===== config.mk =====
export PLATFORM = sky130hd
export DESIGN_NAME = sbl_boot_loader
export DESIGN_NICKNAME = d
export VERILOG_FILES = /design/src/rtl/sbl_pkg.sv /design/src/rtl/sbl_boot_loader.sv
export SDC_FILE = /design/constraint.sdc
export NUM_CORES = 1
export LEC_CHECK = 0
export ABC_AREA = 1
export ABC_CLOCK_PERIOD_IN_PS = 4540
export BUFFER_PORTS_ARGS = -buffer_cell sky130_fd_sc_hd__buf_2
export CAP_MARGIN = 5
export CORE_MARGIN = 1.5
export CORE_UTILIZATION = 61
export CTS_CLUSTER_DIAMETER = 150
export DETAILED_ROUTE_END_ITERATION = 8
export HOLD_SLACK_MARGIN = 0.12
export PLACE_DENSITY = 0.87
export SETUP_SLACK_MARGIN = 0.4
export SLEW_MARGIN = 30
export SYNTH_ARGS = -nofsm -noshare
export SYNTH_HDL_FRONTEND = slang
export SYNTH_SLANG_ARGS = --single-unit

===== constraint.sdc =====
create_clock -name CORE_CLK -period 4.54 [get_ports CORE_CLK]
set_input_delay 0.681 -clock CORE_CLK [delete_from_list [all_inputs] [get_ports CORE_CLK]]
set_output_delay 0.681 -clock CORE_CLK [all_outputs]
set_load 0.05 [all_outputs]

===== src/rtl/sbl_pkg.sv =====
// package for the serial boot loader: image format, state codes, sizes
// assumes one core clock domain; serial port pins sampled by the loader
// Contract
// - boot starts on reset rise with boot high
// - boot entry sets program counter to ROM start
// - received bytes written to program/data memory
// - good checksum raises software reset, runs application
// - reset with boot low acts as software reset
// - chip select picks I2C high, SPI low
// - boot I2C ignores slave address match
// - checksum is 24-bit sum of prior bytes
// - compare running sum with tail checksum
// - mismatch drives request low, no software reset
// - lost framing never drops request
// - four open-drain flags owned by application
// - byte latched on eighth bit falling edge
package sbl_pkg;
	localparam int SBL_ADDR_W = 16;
	localparam int SBL_SUM_W = 24;
	localparam logic [15:0] SBL_ROM_START = 16'h1000;
	localparam logic [15:0] SBL_APP_START = 16'h0000;
	localparam logic [7:0] SBL_TERM_BYTE = 8'hFF;
	localparam logic [3:0] SBL_BITS_PER_BYTE = 4'h8;
	localparam logic [3:0] SBL_ADDR_BITS_I2C = 4'h8;
	typedef enum logic [3:0]
	{
		SBL_IDLE = 4'h0,
		SBL_ADR_HI = 4'h1,
		SBL_ADR_LO = 4'h3,
		SBL_LEN_HI = 4'h2,
		SBL_LEN_LO = 4'h6,
		SBL_DATA = 4'h7,
		SBL_SUM0 = 4'h5,
		SBL_SUM1 = 4'h4,
		SBL_SUM2 = 4'hC,
		SBL_CHECK = 4'hD,
		SBL_FAIL = 4'hF,
		SBL_RUN = 4'hE
	} sbl_state_e;
endpackage


===== src/rtl/sbl_boot_loader.sv =====
// serial boot loader: serial port receiver, record parser, checksum, flags
// assumes SCL/SCK, SDA, CDIN, chip select and boot pins are asynchronous
`timescale 1ns/1ps
module sbl_boot_loader
	import sbl_pkg::*;
#(
	parameter int ADDR_W = SBL_ADDR_W
)
(
	// clock and reset
	input wire logic CORE_CLK,
	input wire logic RST_N,
	// boot strap pins
	input wire logic BOOT_SEL,
	input wire logic CHIP_SEL_N,
	// serial control port
	input wire logic SCL_SCK,
	input wire logic SDA_IN,
	output logic SDA_OUT,
	output logic SDA_OE,
	input wire logic CDIN,
	output logic REQ_N_OUT,
	output logic REQ_N_OE,
	// memory write port
	output logic MEM_WR,
	output logic [ADDR_W-1:0] MEM_ADDR,
	output logic [7:0] MEM_DATA,
	input wire logic MEM_READY,
	// core control
	output logic [15:0] PROG_COUNTER,
	output logic SOFT_RESET,
	output logic BOOT_ACTIVE,
	// application flags
	input wire logic [3:0] APP_FLAG_SET,
	output logic [3:0] EXT_FLAG_OE
);
	// three-stage synchronisers; stage 1 only feeds stage 2
	logic [2:0] scl_s, sda_s, din_s, csn_s, boot_s;
	logic scl_q, sda_q, csn_q, boot_q, rst_q;
	always_ff @(posedge CORE_CLK)
	begin
		scl_s <= {scl_s[1:0], SCL_SCK};
		sda_s <= {sda_s[1:0], SDA_IN};
		din_s <= {din_s[1:0], CDIN};
		csn_s <= {csn_s[1:0], CHIP_SEL_N};
		boot_s <= {boot_s[1:0], BOOT_SEL};
	end
	// a level counts only once stages two and three agree
	always_ff @(posedge CORE_CLK)
	begin
		if (scl_s[1] == scl_s[2]) scl_q <= scl_s[2];
		if (sda_s[1] == sda_s[2]) sda_q <= sda_s[2];
		if (csn_s[1] == csn_s[2]) csn_q <= csn_s[2];
		if (boot_s[1] == boot_s[2]) boot_q <= boot_s[2];
		rst_q <= RST_N;
	end

	// edges, and reset release sampling straps after the clock
	logic scl_d, sda_d;
	wire scl_rise = scl_q & ~scl_d;
	wire scl_fall = ~scl_q & scl_d;
	wire rst_rise = RST_N & ~rst_q;
	always_ff @(posedge CORE_CLK)
	begin
		scl_d <= scl_q;
		sda_d <= sda_q;
	end

	// port framing chosen at boot entry from chip select
	logic i2c_mode;
	wire i2c_start = i2c_mode & scl_q & sda_d & ~sda_q;
	wire i2c_stop = i2c_mode & scl_q & ~sda_d & sda_q;
	wire spi_idle = ~i2c_mode & csn_q;
	wire data_bit = i2c_mode ? sda_q : din_s[2];

	// shift register; bit counts: address phase then data bytes
	logic [7:0] shreg;
	logic [3:0] bitcnt;
	logic addr_phase, ack_phase, byte_evt;
	logic [7:0] rx_byte;
	wire last_bit = (bitcnt == SBL_BITS_PER_BYTE - 4'h1);
	always_ff @(posedge CORE_CLK)
	begin
		byte_evt <= 1'b0;
		if (!RST_N || i2c_start || spi_idle)
		begin
			bitcnt <= 4'h0;
			addr_phase <= 1'b1;
			ack_phase <= 1'b0;
		end
		else if (scl_rise && !ack_phase)
		begin
			shreg <= {shreg[6:0], data_bit};
		end
		else if (scl_fall)
		begin
			if (ack_phase)
				ack_phase <= 1'b0;
			else if (last_bit)
			begin
				bitcnt <= 4'h0;
				ack_phase <= i2c_mode;
				addr_phase <= 1'b0;
				// address is never compared during boot
				if (!addr_phase)
				begin
					rx_byte <= shreg;
					byte_evt <= 1'b1;
				end
			end
			else
				bitcnt <= bitcnt + 4'h1;
		end
	end
	// ack driven low in I2C ack slot, open drain
	assign SDA_OUT = 1'b0;

	// two-entry buffer between receiver and parser
	logic [7:0] fifo_mem [2];
	logic [1:0] fifo_cnt;
	logic fifo_wp, fifo_rp;
	wire fifo_in_ready = (fifo_cnt != 2'h2);
	wire fifo_out_valid = (fifo_cnt != 2'h0);
	wire [7:0] fifo_out = fifo_mem[fifo_rp];
	logic parse_ready;
	wire push = byte_evt & fifo_in_ready;
	wire pop = fifo_out_valid & parse_ready;
	always_ff @(posedge CORE_CLK)
	begin
		if (!RST_N)
		begin
			fifo_cnt <= 2'h0;
			fifo_wp <= 1'b0;
			fifo_rp <= 1'b0;
		end
		else
		begin
			if (push) fifo_mem[fifo_wp] <= rx_byte;
			fifo_wp <= fifo_wp ^ push;
			fifo_rp <= fifo_rp ^ pop;
			fifo_cnt <= fifo_cnt + {1'b0, push} - {1'b0, pop};
		end
	end

	// record parser and checksum
	sbl_state_e state, next_state;
	logic [ADDR_W-1:0] addr;
	logic [15:0] len;
	logic [SBL_SUM_W-1:0] sum, tail_sum;
	logic req_fail, hi_ff;
	wire boot_active_w = (state != SBL_RUN) && (state != SBL_IDLE);
	assign SDA_OE = ack_phase & boot_active_w;
	wire is_ff = (fifo_out == SBL_TERM_BYTE);
	// data state stalls for memory, other loading states take any byte; check, fail, idle and run take none
	assign parse_ready = boot_active_w && state != SBL_CHECK && state != SBL_FAIL
		&& (state != SBL_DATA || MEM_READY);

	always_comb
	begin
		next_state = state;
		unique case (state)
			SBL_ADR_HI: if (pop) next_state = SBL_ADR_LO;
			// FF FF in address slot ends the image
			SBL_ADR_LO: if (pop) next_state = (hi_ff && is_ff) ? SBL_SUM0 : SBL_LEN_HI;
			SBL_LEN_HI: if (pop) next_state = SBL_LEN_LO;
			SBL_LEN_LO: if (pop) next_state = SBL_DATA;
			SBL_DATA: if (pop && len == 16'h0001) next_state = SBL_ADR_HI;
			SBL_SUM0: if (pop) next_state = SBL_SUM1;
			SBL_SUM1: if (pop) next_state = SBL_SUM2;
			SBL_SUM2: if (pop) next_state = SBL_CHECK;
			SBL_CHECK: next_state = (tail_sum == sum) ? SBL_RUN : SBL_FAIL;
			SBL_FAIL, SBL_RUN, SBL_IDLE: next_state = state;
			default: next_state = SBL_IDLE;
		endcase
	end

	// a zero-length record skips straight to the next address
	always_ff @(posedge CORE_CLK)
	begin
		if (!RST_N)
			state <= SBL_IDLE;
		else if (rst_rise && boot_q)
			state <= SBL_ADR_HI;
		else if (rst_rise)
			state <= SBL_RUN;
		else if (state == SBL_LEN_LO && pop && {len[7:0], fifo_out} == 16'h0000)
			state <= SBL_ADR_HI;
		else
			state <= next_state;
	end

	// datapath: address, length, running sum of all record bytes
	always_ff @(posedge CORE_CLK)
	begin
		if (!RST_N || rst_rise)
		begin
			sum <= '0;
			tail_sum <= '0;
			hi_ff <= 1'b0;
			len <= 16'h0000;
			addr <= '0;
			i2c_mode <= csn_q;
		end
		else if (pop)
		begin
			// terminator and tail bytes stay out of the sum
			// the first FF was already added as an address byte, so take it back
			if (state == SBL_ADR_LO && hi_ff && is_ff)
				sum <= sum - {{(SBL_SUM_W-8){1'b0}}, SBL_TERM_BYTE};
			else if (state != SBL_SUM0 && state != SBL_SUM1 && state != SBL_SUM2)
				sum <= sum + {{(SBL_SUM_W-8){1'b0}}, fifo_out};
			unique case (state)
				SBL_ADR_HI: hi_ff <= is_ff;
				SBL_ADR_LO: addr <= ADDR_W'({addr[7:0], fifo_out});
				SBL_LEN_HI: len <= {8'h00, fifo_out};
				SBL_LEN_LO: len <= {len[7:0], fifo_out};
				SBL_DATA:
				begin
					len <= len - 16'h0001;
					addr <= addr + ADDR_W'(1);
				end
				default: tail_sum <= {tail_sum[15:0], fifo_out};
			endcase
			if (state == SBL_ADR_HI) addr <= ADDR_W'({8'h00, fifo_out});
		end
	end
	// memory write strobe and data from flops
	always_ff @(posedge CORE_CLK)
	begin
		MEM_WR <= RST_N && pop && state == SBL_DATA;
		MEM_ADDR <= addr;
		MEM_DATA <= fifo_out;
	end

	// program counter, software reset, failure request
	always_ff @(posedge CORE_CLK)
	begin
		if (!RST_N)
		begin
			PROG_COUNTER <= 16'h0000;
			SOFT_RESET <= 1'b0;
			req_fail <= 1'b0;
		end
		else
		begin
			SOFT_RESET <= 1'b0;
			if (rst_rise && boot_q)
			begin
				PROG_COUNTER <= SBL_ROM_START;
				req_fail <= 1'b0;
			end
			else if ((rst_rise && !boot_q) || (state == SBL_CHECK && tail_sum == sum))
			begin
				SOFT_RESET <= 1'b1;
				PROG_COUNTER <= SBL_APP_START;
			end
			else if (state == SBL_CHECK)
				req_fail <= 1'b1;
		end
	end
	// request only on checksum failure, never on lost framing
	assign REQ_N_OUT = 1'b0;
	assign REQ_N_OE = req_fail;
	assign BOOT_ACTIVE = boot_active_w;

	// open-drain flags, driven low when the application clears them
	logic [3:0] flags;
	always_ff @(posedge CORE_CLK)
	begin
		if (!RST_N || SOFT_RESET)
			flags <= 4'h0;
		else
			flags <= APP_FLAG_SET;
	end
	assign EXT_FLAG_OE = ~flags;

	a_fail_holds: assert property (@(posedge CORE_CLK) disable iff (!RST_N)
		(state == SBL_FAIL) |-> REQ_N_OE) else $error("fail without request");
	a_fail_no_reset: assert property (@(posedge CORE_CLK) disable iff (!RST_N)
		(state == SBL_CHECK && tail_sum != sum) |=> !SOFT_RESET) else $error("reset on bad sum");
	a_good_reset: assert property (@(posedge CORE_CLK) disable iff (!RST_N)
		(state == SBL_CHECK && tail_sum == sum) |=> SOFT_RESET && PROG_COUNTER == SBL_APP_START)
		else $error("no reset on good sum");
	a_boot_entry: assert property (@(posedge CORE_CLK) disable iff (!RST_N)
		(rst_rise && boot_q) |=> state == SBL_ADR_HI && PROG_COUNTER == SBL_ROM_START)
		else $error("boot not entered");
	a_noboot_reset: assert property (@(posedge CORE_CLK) disable iff (!RST_N)
		(rst_rise && !boot_q) |=> SOFT_RESET && state == SBL_RUN) else $error("no soft reset");
	a_req_sticky: assert property (@(posedge CORE_CLK) disable iff (!RST_N)
		(REQ_N_OE && !(rst_rise && boot_q)) |=> REQ_N_OE) else $error("request dropped");
	a_mem_write: assert property (@(posedge CORE_CLK) disable iff (!RST_N)
		(pop && state == SBL_DATA) |=> MEM_WR && MEM_DATA == $past(fifo_out))
		else $error("data byte not written");
	a_flags_follow: assert property (@(posedge CORE_CLK) disable iff (!RST_N)
		##1 !$past(SOFT_RESET) |-> EXT_FLAG_OE == ~$past(APP_FLAG_SET))
		else $error("flag mismatch");
	a_fifo_bound: assert property (@(posedge CORE_CLK) disable iff (!RST_N)
		fifo_cnt <= 2'h2) else $error("buffer overrun");
endmodule


==> results.json, run 1 <==
{
  "viasPerCell": 5.530,
  "drive_above_1_share": 0.09807,
  "die_w_um": 126.9,
  "skew_ps": 12.23,
  "start_kind": "register",
  "setup_violations": 0,
  "grt_pass1_vias": 7653,
  "multi_input_area_mm2": 0.004360,
  "design_area_mm2": 0.01018,
  "grt_max_degree": 42,
  "avgSynthCellArea_um2": 7.520,
  "layout_common_cells": "nand2_1, inv_1, dfxtp_1",
  "ys_async_sr_fraction": 0,
  "crit_type": "register to register",
  "drc": 0,
  "seq_area_mm2": 0.004055,
  "yosysSeqAreaShare": 0.4330,
  "worst_hold_path_type": "register to register",
  "tritoncts": "done",
  "die_height_um": 126.9,
  "syn_inst": 1245,
  "placed_cells": 1451,
  "fin_crit_sh": 0.8344,
  "dieArea_mm2": 0.01610,
  "cp.arrival_ps": 4130,
  "detail_route.wl_per_cell_um": 14.97,
  "ys_ff_latch": 184,
  "required_ps": 4880,
  "min-delay-start": "din_s[0]",
  "nets": 1327,
  "clk_pin_slew_ps": 70,
  "antenna_found_initial": 0,
  "fp.coreArea_mm2": 0.01509,
  "htreeDepth": 4,
  "synth-edff-count": 37,
  "run_status": "complete, no violations",
  "clk_path_buf_depth": 2,
  "routed_wl_um": 22200,
  "root_buffer": "clkbuf_16",
  "worstSetupEndpointType": "register",
  "numPortBuffers": 45,
  "worstMarginPinSlew_ps": 854.3,
  "ctsHoldBuffers": 0,
  "fin_crit_ps": 3788,
  "gp_congestion": 0.9269,
  "vias": 8201,
  "fmaxAchievable_mhz": 264.0,
  "cts_sinks": 184,
  "maxCapViolCount": 0,
  "synth_ff_type": "dfxtp_1",
  "antenna_cells": 0,
  "relSlewSlack": 0.4299,
  "dr.pass1.iters": 6,
  "final_common_cell": "nand2_1",
  "drtIter0Drc": 772,
  "grt_setup_unrepaired": "no",
  "power_density_mw_per_mm2": 468.6,
  "hold_violations": 0,
  "synthesis.area_mm2": 0.009363,
  "dpl-instance-area_mm2": 0.009605,
  "p_leak_uw": 0.004599,
  "final_cells": 1483,
  "yosysWarnings": 0,
  "synthDistinctLibCells": 51,
  "finalMaxSlewViolations": 0,
  "fillers": 1253,
  "cts_inserted_buffers": 17,
  "gr-total-overflow": 0,
  "timing.setup.tns_ps": 0,
  "syn2layout_area_growth_pct": 8.780,
  "hpwl_um": 16240,
  "ir_worst_vdd_mv": 0.4190,
  "ios": 63,
  "clock_latency_ps": 440,
  "rows": 45,
  "track_usage": 0.2845,
  "crit_fanout": 13,
  "drtAntennaViolNets": 0,
  "start_util": 0.6205,
  "grt_pass1_wl_um": 36280
}
[timing repair]
item                                    CTS  global route
gates resized for setup                   0             4
endpoints found under the setup margin    0             9
setup buffers                             0             0
[power by group]
group | switching [uW] | internal (uW) | leakage [uW]
Sequential | 119 | 1780 | 0.00153
Clock | 658 | 782 | 0.000285
Combinational | 1010 | 415 | 0.00278
[sequential cells by signal, summed over array words and instances, names as in the netlist, 4 cells and up, named ones only]
register  flops
MEM_ADDR     16
MEM_DATA      8
addr         16
bitcnt        4
fifo_mem     16
flags         4
len          16
rx_byte       8
shreg         8
state         4
sum          24
tail_sum     24
[cell usage after synthesis (7+ instances only)]
cell type	count	area [um^2]
a21oi_1	116	580.6
a31oi_1	8	50.05
buf_2	10	50.05
buf_4	19	142.6
buf_6	7	78.83
clkbuf_1	11	41.29
dfxtp_1	147	2943
edfxtp_1	37	1111
ha_1	32	400.4
inv_1	176	660.6
nand2_1	264	991.0
nand2_2	7	43.79
nand3_1	60	300.3
nand4_1	12	75.07
nor2_1	115	431.7
nor3_1	19	95.09
o21ai_0	67	335.3
o21ai_1	34	170.2
or2_2	8	50.05
xnor2_1	12	105.1
xor2_1	17	148.9
[layer usage]
metal  wire (um)  global-route usage  share of wire  vias up
li1            -                   -              -     4099
met2       10700              0.4888           0.48      294
met3        1276             0.05146          0.057       72
met5           0                   0              0        -
met1        9144              0.3379           0.41     3736
met4        1071              0.1564          0.048        0
[area by class of cell]
type                    count  share of cell area
inverters                 184             0.06880
multi-input cells         846              0.4281
flip-flops and latches    184              0.3982
well taps                 188             0.02310
clock buffers              18             0.04312
repair buffers             49             0.02506
clock inverters            14             0.01364
[cells by family (layout without fill, tap and decap cells)]
family	Yosys count	after routing	synth area share
AOI/OAI and AO/OA	255	255	0.1478
xor gates and xnor gates	29	29	0.02713
adders and majority gates	33	33	0.04490
buffers and inverters	231	265	0.1082
DFF	184	184	0.4330
other	1	17	0.0004005
and+or+nand+nor	512	512	0.2385
[path summary, 6_finish.rpt]
path / end / slack (ps) / cells past startpoint
max: sum[18] / 750 / 21
max reg2reg: sum[18] / 750 / 21
min reg2reg: din_s[1] / 330 / 0
min: din_s[1] / 330 / 0
[metrics by stage]
step           hold slack (ps)  power, uW  setup slack [ps]  utilization
6_report                 329.5       4772             752.0       0.6750
5_1_grt                  335.6       5014             468.3       0.6750
2_1_floorplan            309.6       3040              1278            -
4_1_cts                  328.9       4772             456.8       0.6749
3_5_place_dp             315.0       3326             496.4       0.6366
3_3_place_gp             310.8       3299             657.8       0.6362
[worst max-delay path, cell delays in order (launching register included)]
cell and delay [ps]:
dfxtp_2 450, inv_2 100, or2_2 280, o21ai_1 180
inv_1 140, ha_1 220, nand3_1 80, nor2_1 70
nand4_2 260, inv_1 140, or2_2 290, inv_1 100
fa_1 220, nand3_1 80, nand2_1 140, a21boi_1 130
o21ai_1 380, nand2_1 130, nand3_1 110, nand3_1 90
nand2_1 80, inv_1 30
No activity file was read; power rests on OpenSTA's default activity.
==> run 2, diff against run 1 <==
- ABC_AREA: 1 -> 0
- ABC_CLOCK_PERIOD_IN_PS: 4540 -> 3700
- clock period: 4.54 -> 3.7 ns (I/O delays scaled with it)
==> run 2 against run 1 <==
  * Clock power up 25%
  * Hold slack got worse by 120 ps
  * Flip-flop and latch count unchanged
  * First-iteration DRC count up 1.6%
  * Critical path type unchanged
==> results.json, run 2 <==
{
  "cp.arrival_ps": 4020,
  "clk_pin_slew_ps": 70,
  "maxCapViolCount": 0,
  "gr-total-overflow": 0,
  "hpwl_um": 14870,
  "ys_ff_latch": 184,
  "track_usage": 0.2981,
  "synthesis.area_mm2": 0.008955,
  "root_buffer": "clkbuf_16",
  "crit_type": "register to register",
  "synth-xor-area-share": 0.06064,
  "layout_common_cells": "dfxtp_1, nand2_1, nor2_1",
  "hold_violations": 0,
  "dr.pass1.iters": 5,
  "run_status": "complete, no violations",
  "detail_route.wl_per_cell_um": 18.77,
  "synth_compound_area_frac": 0.1780,
  "design_area_mm2": 0.01060,
  "fillers": 982,
  "seq_area_mm2": 0.004058,
  "clock_latency_ps": 440,
  "numPortBuffers": 45,
  "viasPerCell": 6.254,
  "clk_path_buf_depth": 2,
  "hold_ws_ps": 209.9,
  "tritoncts": "done",
  "yosysMostFrequentCell": "dfxtp_1",
  "worstSetupEndpointType": "register",
  "synthMuxAreaShare": 0.02054,
  "grt_setup_unrepaired": "yes",
  "syn2layout_area_growth_pct": 18.39,
  "multi_input_area_mm2": 0.004977,
  "power_density_mw_per_mm2": 386.1,
  "grt_pass1_vias": 6963,
  "worst_hold_path_type": "primary input to register",
  "netlist.area_leader.share": 0.3286,
  "cts_inserted_buffers": 17,
  "dieArea_mm2": 0.01542,
  "crit_fanout": 5,
  "die_w_um": 124.2,
  "cts_sinks": 184,
  "syn_inst": 988,
  "ir_worst_vdd_mv": 0.4142,
  "finalMaxSlewViolations": 0,
  "antenna_cells": 0,
  "grt_pass1_wl_um": 34900,
  "largestRegisters": "sum (24), tail_sum (24)",
  "worstMarginPinSlew_ps": 928.1,
  "p_leak_uw": 0.004140,
  "synth_top_cell_by_area": "dfxtp_1",
  "gp_congestion": 0.9577,
  "relSlewSlack": 0.3806,
  "ctsHoldBuffers": 0,
  "synth-edff-count": 37,
  "fp.coreArea_mm2": 0.01442,
  "synth-simple-area-share": 0.1863,
  "synth_top_family_by_area": "simple AND/OR/NAND/NOR gates",
  "yosys-top-cells-count": "dfxtp_1, nand2_1, nor2_1, a21oi_1, o21ai_0",
  "htreeDepth": 4,
  "drc": 0,
  "required_ps": 4030,
  "synth_ff_type": "dfxtp_1",
  "setup_violations": 0,
  "drive_above_1_share": 0.2098,
  "yosysWarnings": 0,
  "ios": 63,
  "synth_area_leaders": "dfxtp_1, edfxtp_1, a21oi_1",
  "die_height_um": 124.2,
  "synthDistinctLibCells": 75,
  "skew_ps": 11.35,
  "drtIter0Drc": 784,
  "final_common_cell": "dfxtp_1",
  "ys_async_sr_fraction": 0,
  "avgSynthCellArea_um2": 9.064,
  "routed_wl_um": 23400,
  "synthAdderAreaFrac": 0.04695,
  "fmaxAchievable_mhz": 270.5,
  "start_kind": "register",
  "antenna_found_initial": 0,
  "vias": 7799,
  "rows": 44,
  "yosysSeqAreaShare": 0.4527,
  "drtAntennaViolNets": 0,
  "start_util": 0.6208,
  "nets": 1095,
  "fin_crit_sh": 0.9991,
  "grt_max_degree": 69,
  "dpl-instance-area_mm2": 0.009460,
  "fin_crit_ps": 3697
}
-- run 2: changes by cell type in the layout (fill, tap and decap cells not counted), moves of 13 or more --
cell      change
inv_1       -147
ha_1         -14
a21oi_1      -39
nand3_1      -37
buf_4        +43
o21ai_1      -28
nor2_1       -26
a21o_1       +15
o21ai_0      -29
xor2_1       +13
nand2_1     -173
xnor2_1      +17
a211oi_1     +13
-- run 2: worst max-delay path, cell delays in order, from the launching register on --
cell and delay, ps:
dfxtp_4 380, mux2i_4 200, inv_2 90, ha_4 130
nand2_2 50, a211oi_2 260, and3_4 280, nand2b_4 140
ha_4 140, inv_2 40, fa_2 350, a21o_1 210
a221oi_4 390, buf_4 200, nor2_2 50, a221oi_2 270
o31ai_2 120, a211o_1 300
-- run 2: final timing paths --
path | cells past startpoint | to | from | slack [ps]
max | 17 | sum[16] | register | 3
min | 1 | din_s[0] | CDIN | 210
max reg2reg | 17 | sum[16] | register | 3
min reg2reg | 0 | scl_s[1] | scl_s[0] | 330
-- run 2: logic make-up after synthesis --
kind of cell,count (synthesis)
other cells,1
mux,17
xor+xnor,62
compound gates,245
fa+ha+maj,33
buf+inv,103
flops,184
simple gates,343
-- run 2: metrics by stage --
stage          cells  TNS (ps)  total power (uW)  utilization  worst slack, ps
6_report        1247         0              4093       0.7350            3.268
5_1_grt         1247    -165.8              4205       0.7350           -78.89
4_1_cts         1239         0              4104       0.7091            208.5
3_5_place_dp    1195    -113.9              2328       0.6559           -59.60
3_3_place_gp    1195         0              2321       0.6555            113.8
2_1_floorplan   1004         0              2297            -            123.3
-- run 2: power by group --
part	switching (uW)	leakage (uW)	internal, uW
registers	14.9	0.00153	2070
logic	155	0.00232	51.6
clock network	795	0.000287	1010
-- run 2: cell type report --
class,count,share of cell area
clock inverter,12,0.01310
timing repair buffer,96,0.05960
multi-input combinational,717,0.4695
clock buffer,20,0.04131
tap,184,0.02172
inverter,34,0.01204
sequential,184,0.3827
-- run 2: routing by layer --
| metal | part of all wire | up-vias | track usage |
|---|---|---|---|
| met1 | 0.39 | 3713 | 0.3631 |
| met5 | 0 | - | 0 |
| met4 | 0.056 | 0 | 0.1513 |
| met3 | 0.068 | 108 | 0.06364 |
| met2 | 0.48 | 370 | 0.4983 |
| li1 | - | 3608 | - |
-- run 2: what timing repair did --
item | 4_1_cts | 5_1_grt
endpoints found under the setup margin | 17 | 18
resized for setup | 26 | 60
pin swaps | 15 | 32
buffers inserted | 12 | 8
hold endpoints to repair | 0 | 0
==> run 3, diff against run 2 <==
- ABC_CLOCK_PERIOD_IN_PS: 3700 -> 3300
- CORE_UTILIZATION: 61 -> 55
- PLACE_DENSITY: 0.87 -> 0.84
- clock period: 3.7 -> 3.3 ns (I/O delays scaled with it)
==> run 3 against run 2 <==
  * The flow now finishes with violations (negative setup slack)
  * Hold slack got worse by 60 ps
  * Global-route usage down 3.2 points
  * Routed wire length decreased by 2.0%
  * Utilization fell by 4.6 points
  * Maximum frequency grew 4.9%
  * Count of clock-buffer cells in the layout decreased by 2
  * Largest power group unchanged
  * Highest routed layer unchanged
==> results.json, run 3 (synthesis results as in run 2) <==
{
  "run_status": "finished with violations",
  "violations": "negative setup slack",
  "final_common_cell": "dfxtp_1",
  "cts_sinks": 184,
  "dr.pass1.iters": 7,
  "clk_pin_slew_ps": 70,
  "routed_wl_um": 22930,
  "maxCapViolCount": 0,
  "viasPerCell": 5.862,
  "hpwl_um": 14800,
  "worstMarginPinSlew_ps": 767.3,
  "fillers": 1157,
  "ios": 63,
  "power_switching_uw": 1163,
  "total_power_uw": 4551,
  "min-delay-start": "CHIP_SEL_N",
  "utilization": 0.6892,
  "fmaxAchievable_mhz": 283.8,
  "largestRegisters": "sum (24), tail_sum (24)",
  "clock_latency_ps": 440,
  "drc": 0,
  "cts_inserted_buffers": 17,
  "clk_path_buf_depth": 2,
  "skew_ps": 12.21,
  "ir_worst_vdd_mv": 0.3716,
  "fin_crit_ps": 3524,
  "fin_crit_sh": 1.068,
  "antenna_cells": 0,
  "p_int_uw": 3387,
  "dieArea_mm2": 0.01706,
  "drive_above_1_share": 0.2369,
  "layout_common_cells": "dfxtp_1, nand2_1, nor2_1",
  "place_ws_ps": -298.7,
  "design_area_mm2": 0.01095,
  "worst_hold_path_type": "primary input to register",
  "grt_setup_unrepaired": "yes",
  "seqPwrFrac": 0.512,
  "die_w_um": 130.6,
  "worstSetupEndpointType": "register",
  "detail_route.wl_per_cell_um": 17.29,
  "start_util": 0.5637,
  "required_ps": 3670,
  "grt_pass1_vias": 7175,
  "rrSetupSlack_ps": -220,
  "nets": 1142,
  "rows": 46,
  "fin_ws_ps": -224.1,
  "finalMaxSlewViolations": 0,
  "vias": 7773,
  "drtIter0Drc": 824,
  "clkPwrFrac": 0.437,
  "p_leak_uw": 0.004391,
  "grt_pass1_wl_um": 35220,
  "final_cells": 1326,
  "grt_max_degree": 67,
  "setup_violations": 16,
  "root_buffer": "clkbuf_16",
  "combPwrFrac": 0.051,
  "syn2layout_area_growth_pct": 22.26,
  "dpl-instance-area_mm2": 0.009905,
  "hold_violations": 0,
  "tritoncts": "done",
  "crit_fanout": 6,
  "drtAntennaViolNets": 0,
  "crit_type": "register to register",
  "cp.arrival_ps": 3890,
  "antenna_found_initial": 0,
  "htreeDepth": 4,
  "relSlewSlack": 0.4885,
  "die_height_um": 130.6,
  "power_density_mw_per_mm2": 415.7,
  "numPortBuffers": 45,
  "track_usage": 0.2660,
  "placed_cells": 1278,
  "gp_congestion": 0.9599,
  "start_kind": "register",
  "switching_share": 0.2556,
  "gr-total-overflow": 0,
  "fp.coreArea_mm2": 0.01589
}
==> run 3: changes by cell type in the layout (fill, tap and decap cells not counted), moves of 3 or more <==
cell      previous run  this run
a21oi_1             77        72
nor3_1              29        32
nand2_2              8         4
ha_4                11         5
clkinv_8             0         3
ha_1                18        25
nand2_1             91        95
a21oi_2              5        12
buf_4               47        89
==> run 3: repair_timing <==
action | 4_1_cts | 5_1_grt
pin swaps | 20 | 19
gates resized for setup | 36 | 32
hold buffers | 0 | 0
endpoints found under the setup margin | 21 | 21
cloned | 1 | 0
setup buffers | 7 | 8
==> run 3: final cells by class <==
type	instances	area, um^2	area share
multi-input cells	717	4871	0.4449
flip-flops and latches	184	4058	0.3706
repair buffers	143	1041	0.09509
clock buffers	18	429.2	0.03920
well taps	216	270.3	0.02469
clock inverters	14	151.4	0.01383
inverters	34	127.6	0.01166
==> run 3: path summary, 6_finish.rpt <==
| check | to | cells after the start |
|---|---|---|
| max | sum[23] | 15 |
| max reg2reg | sum[23] | 15 |
| min reg2reg | boot_s[1] | 0 |
| min | csn_s[0] | 1 |
==> run 3: metrics by stage <==
step	hold WS [ps]	TNS (ps)
finish	149.7	-1976
global route	137.6	-4420
CTS	138.7	-115.8
detailed placement	313.6	-2100
global placement	311.0	-739.9
floorplan	309.6	-1595
==> run 3: worst max-delay path, stage by stage, from the launching register on <==
cell and delay, ps:
dfxtp_4 410, buf_8 150, mux2i_1 350, inv_1 130, nor4_2 270, buf_4 160, ha_1 220, nor2_1 130
ha_1 180, buf_4 160, nand2_1 130, nor3_2 270, a21oi_4 130, o31ai_4 240, mux2i_1 300, mux2i_1 210
==> run 3: per-layer routing <==
| layer | vias to the layer above | wire [um] | global-route usage |
|---|---|---|---|
| met5 | - | 0 | 0 |
| met4 | 0 | 937 | 0.1312 |
| met3 | 89 | 1777 | 0.05904 |
| met2 | 339 | 10960 | 0.4238 |
| met1 | 3644 | 9250 | 0.3430 |
| li1 | 3701 | - | - |
==> run 3: power by group through the flow <==
stage / sequential [uW] / clock [uW] / combinational [uW]
3_5_place_dp: 2380 / 0 / 228
4_1_cts: 2330 / 2010 / 228
6_report: 2330 / 1990 / 230
5_1_grt: 2330 / 2110 / 247
3_3_place_gp: 2380 / 0 / 223
2_1_floorplan: 2380 / 0 / 193
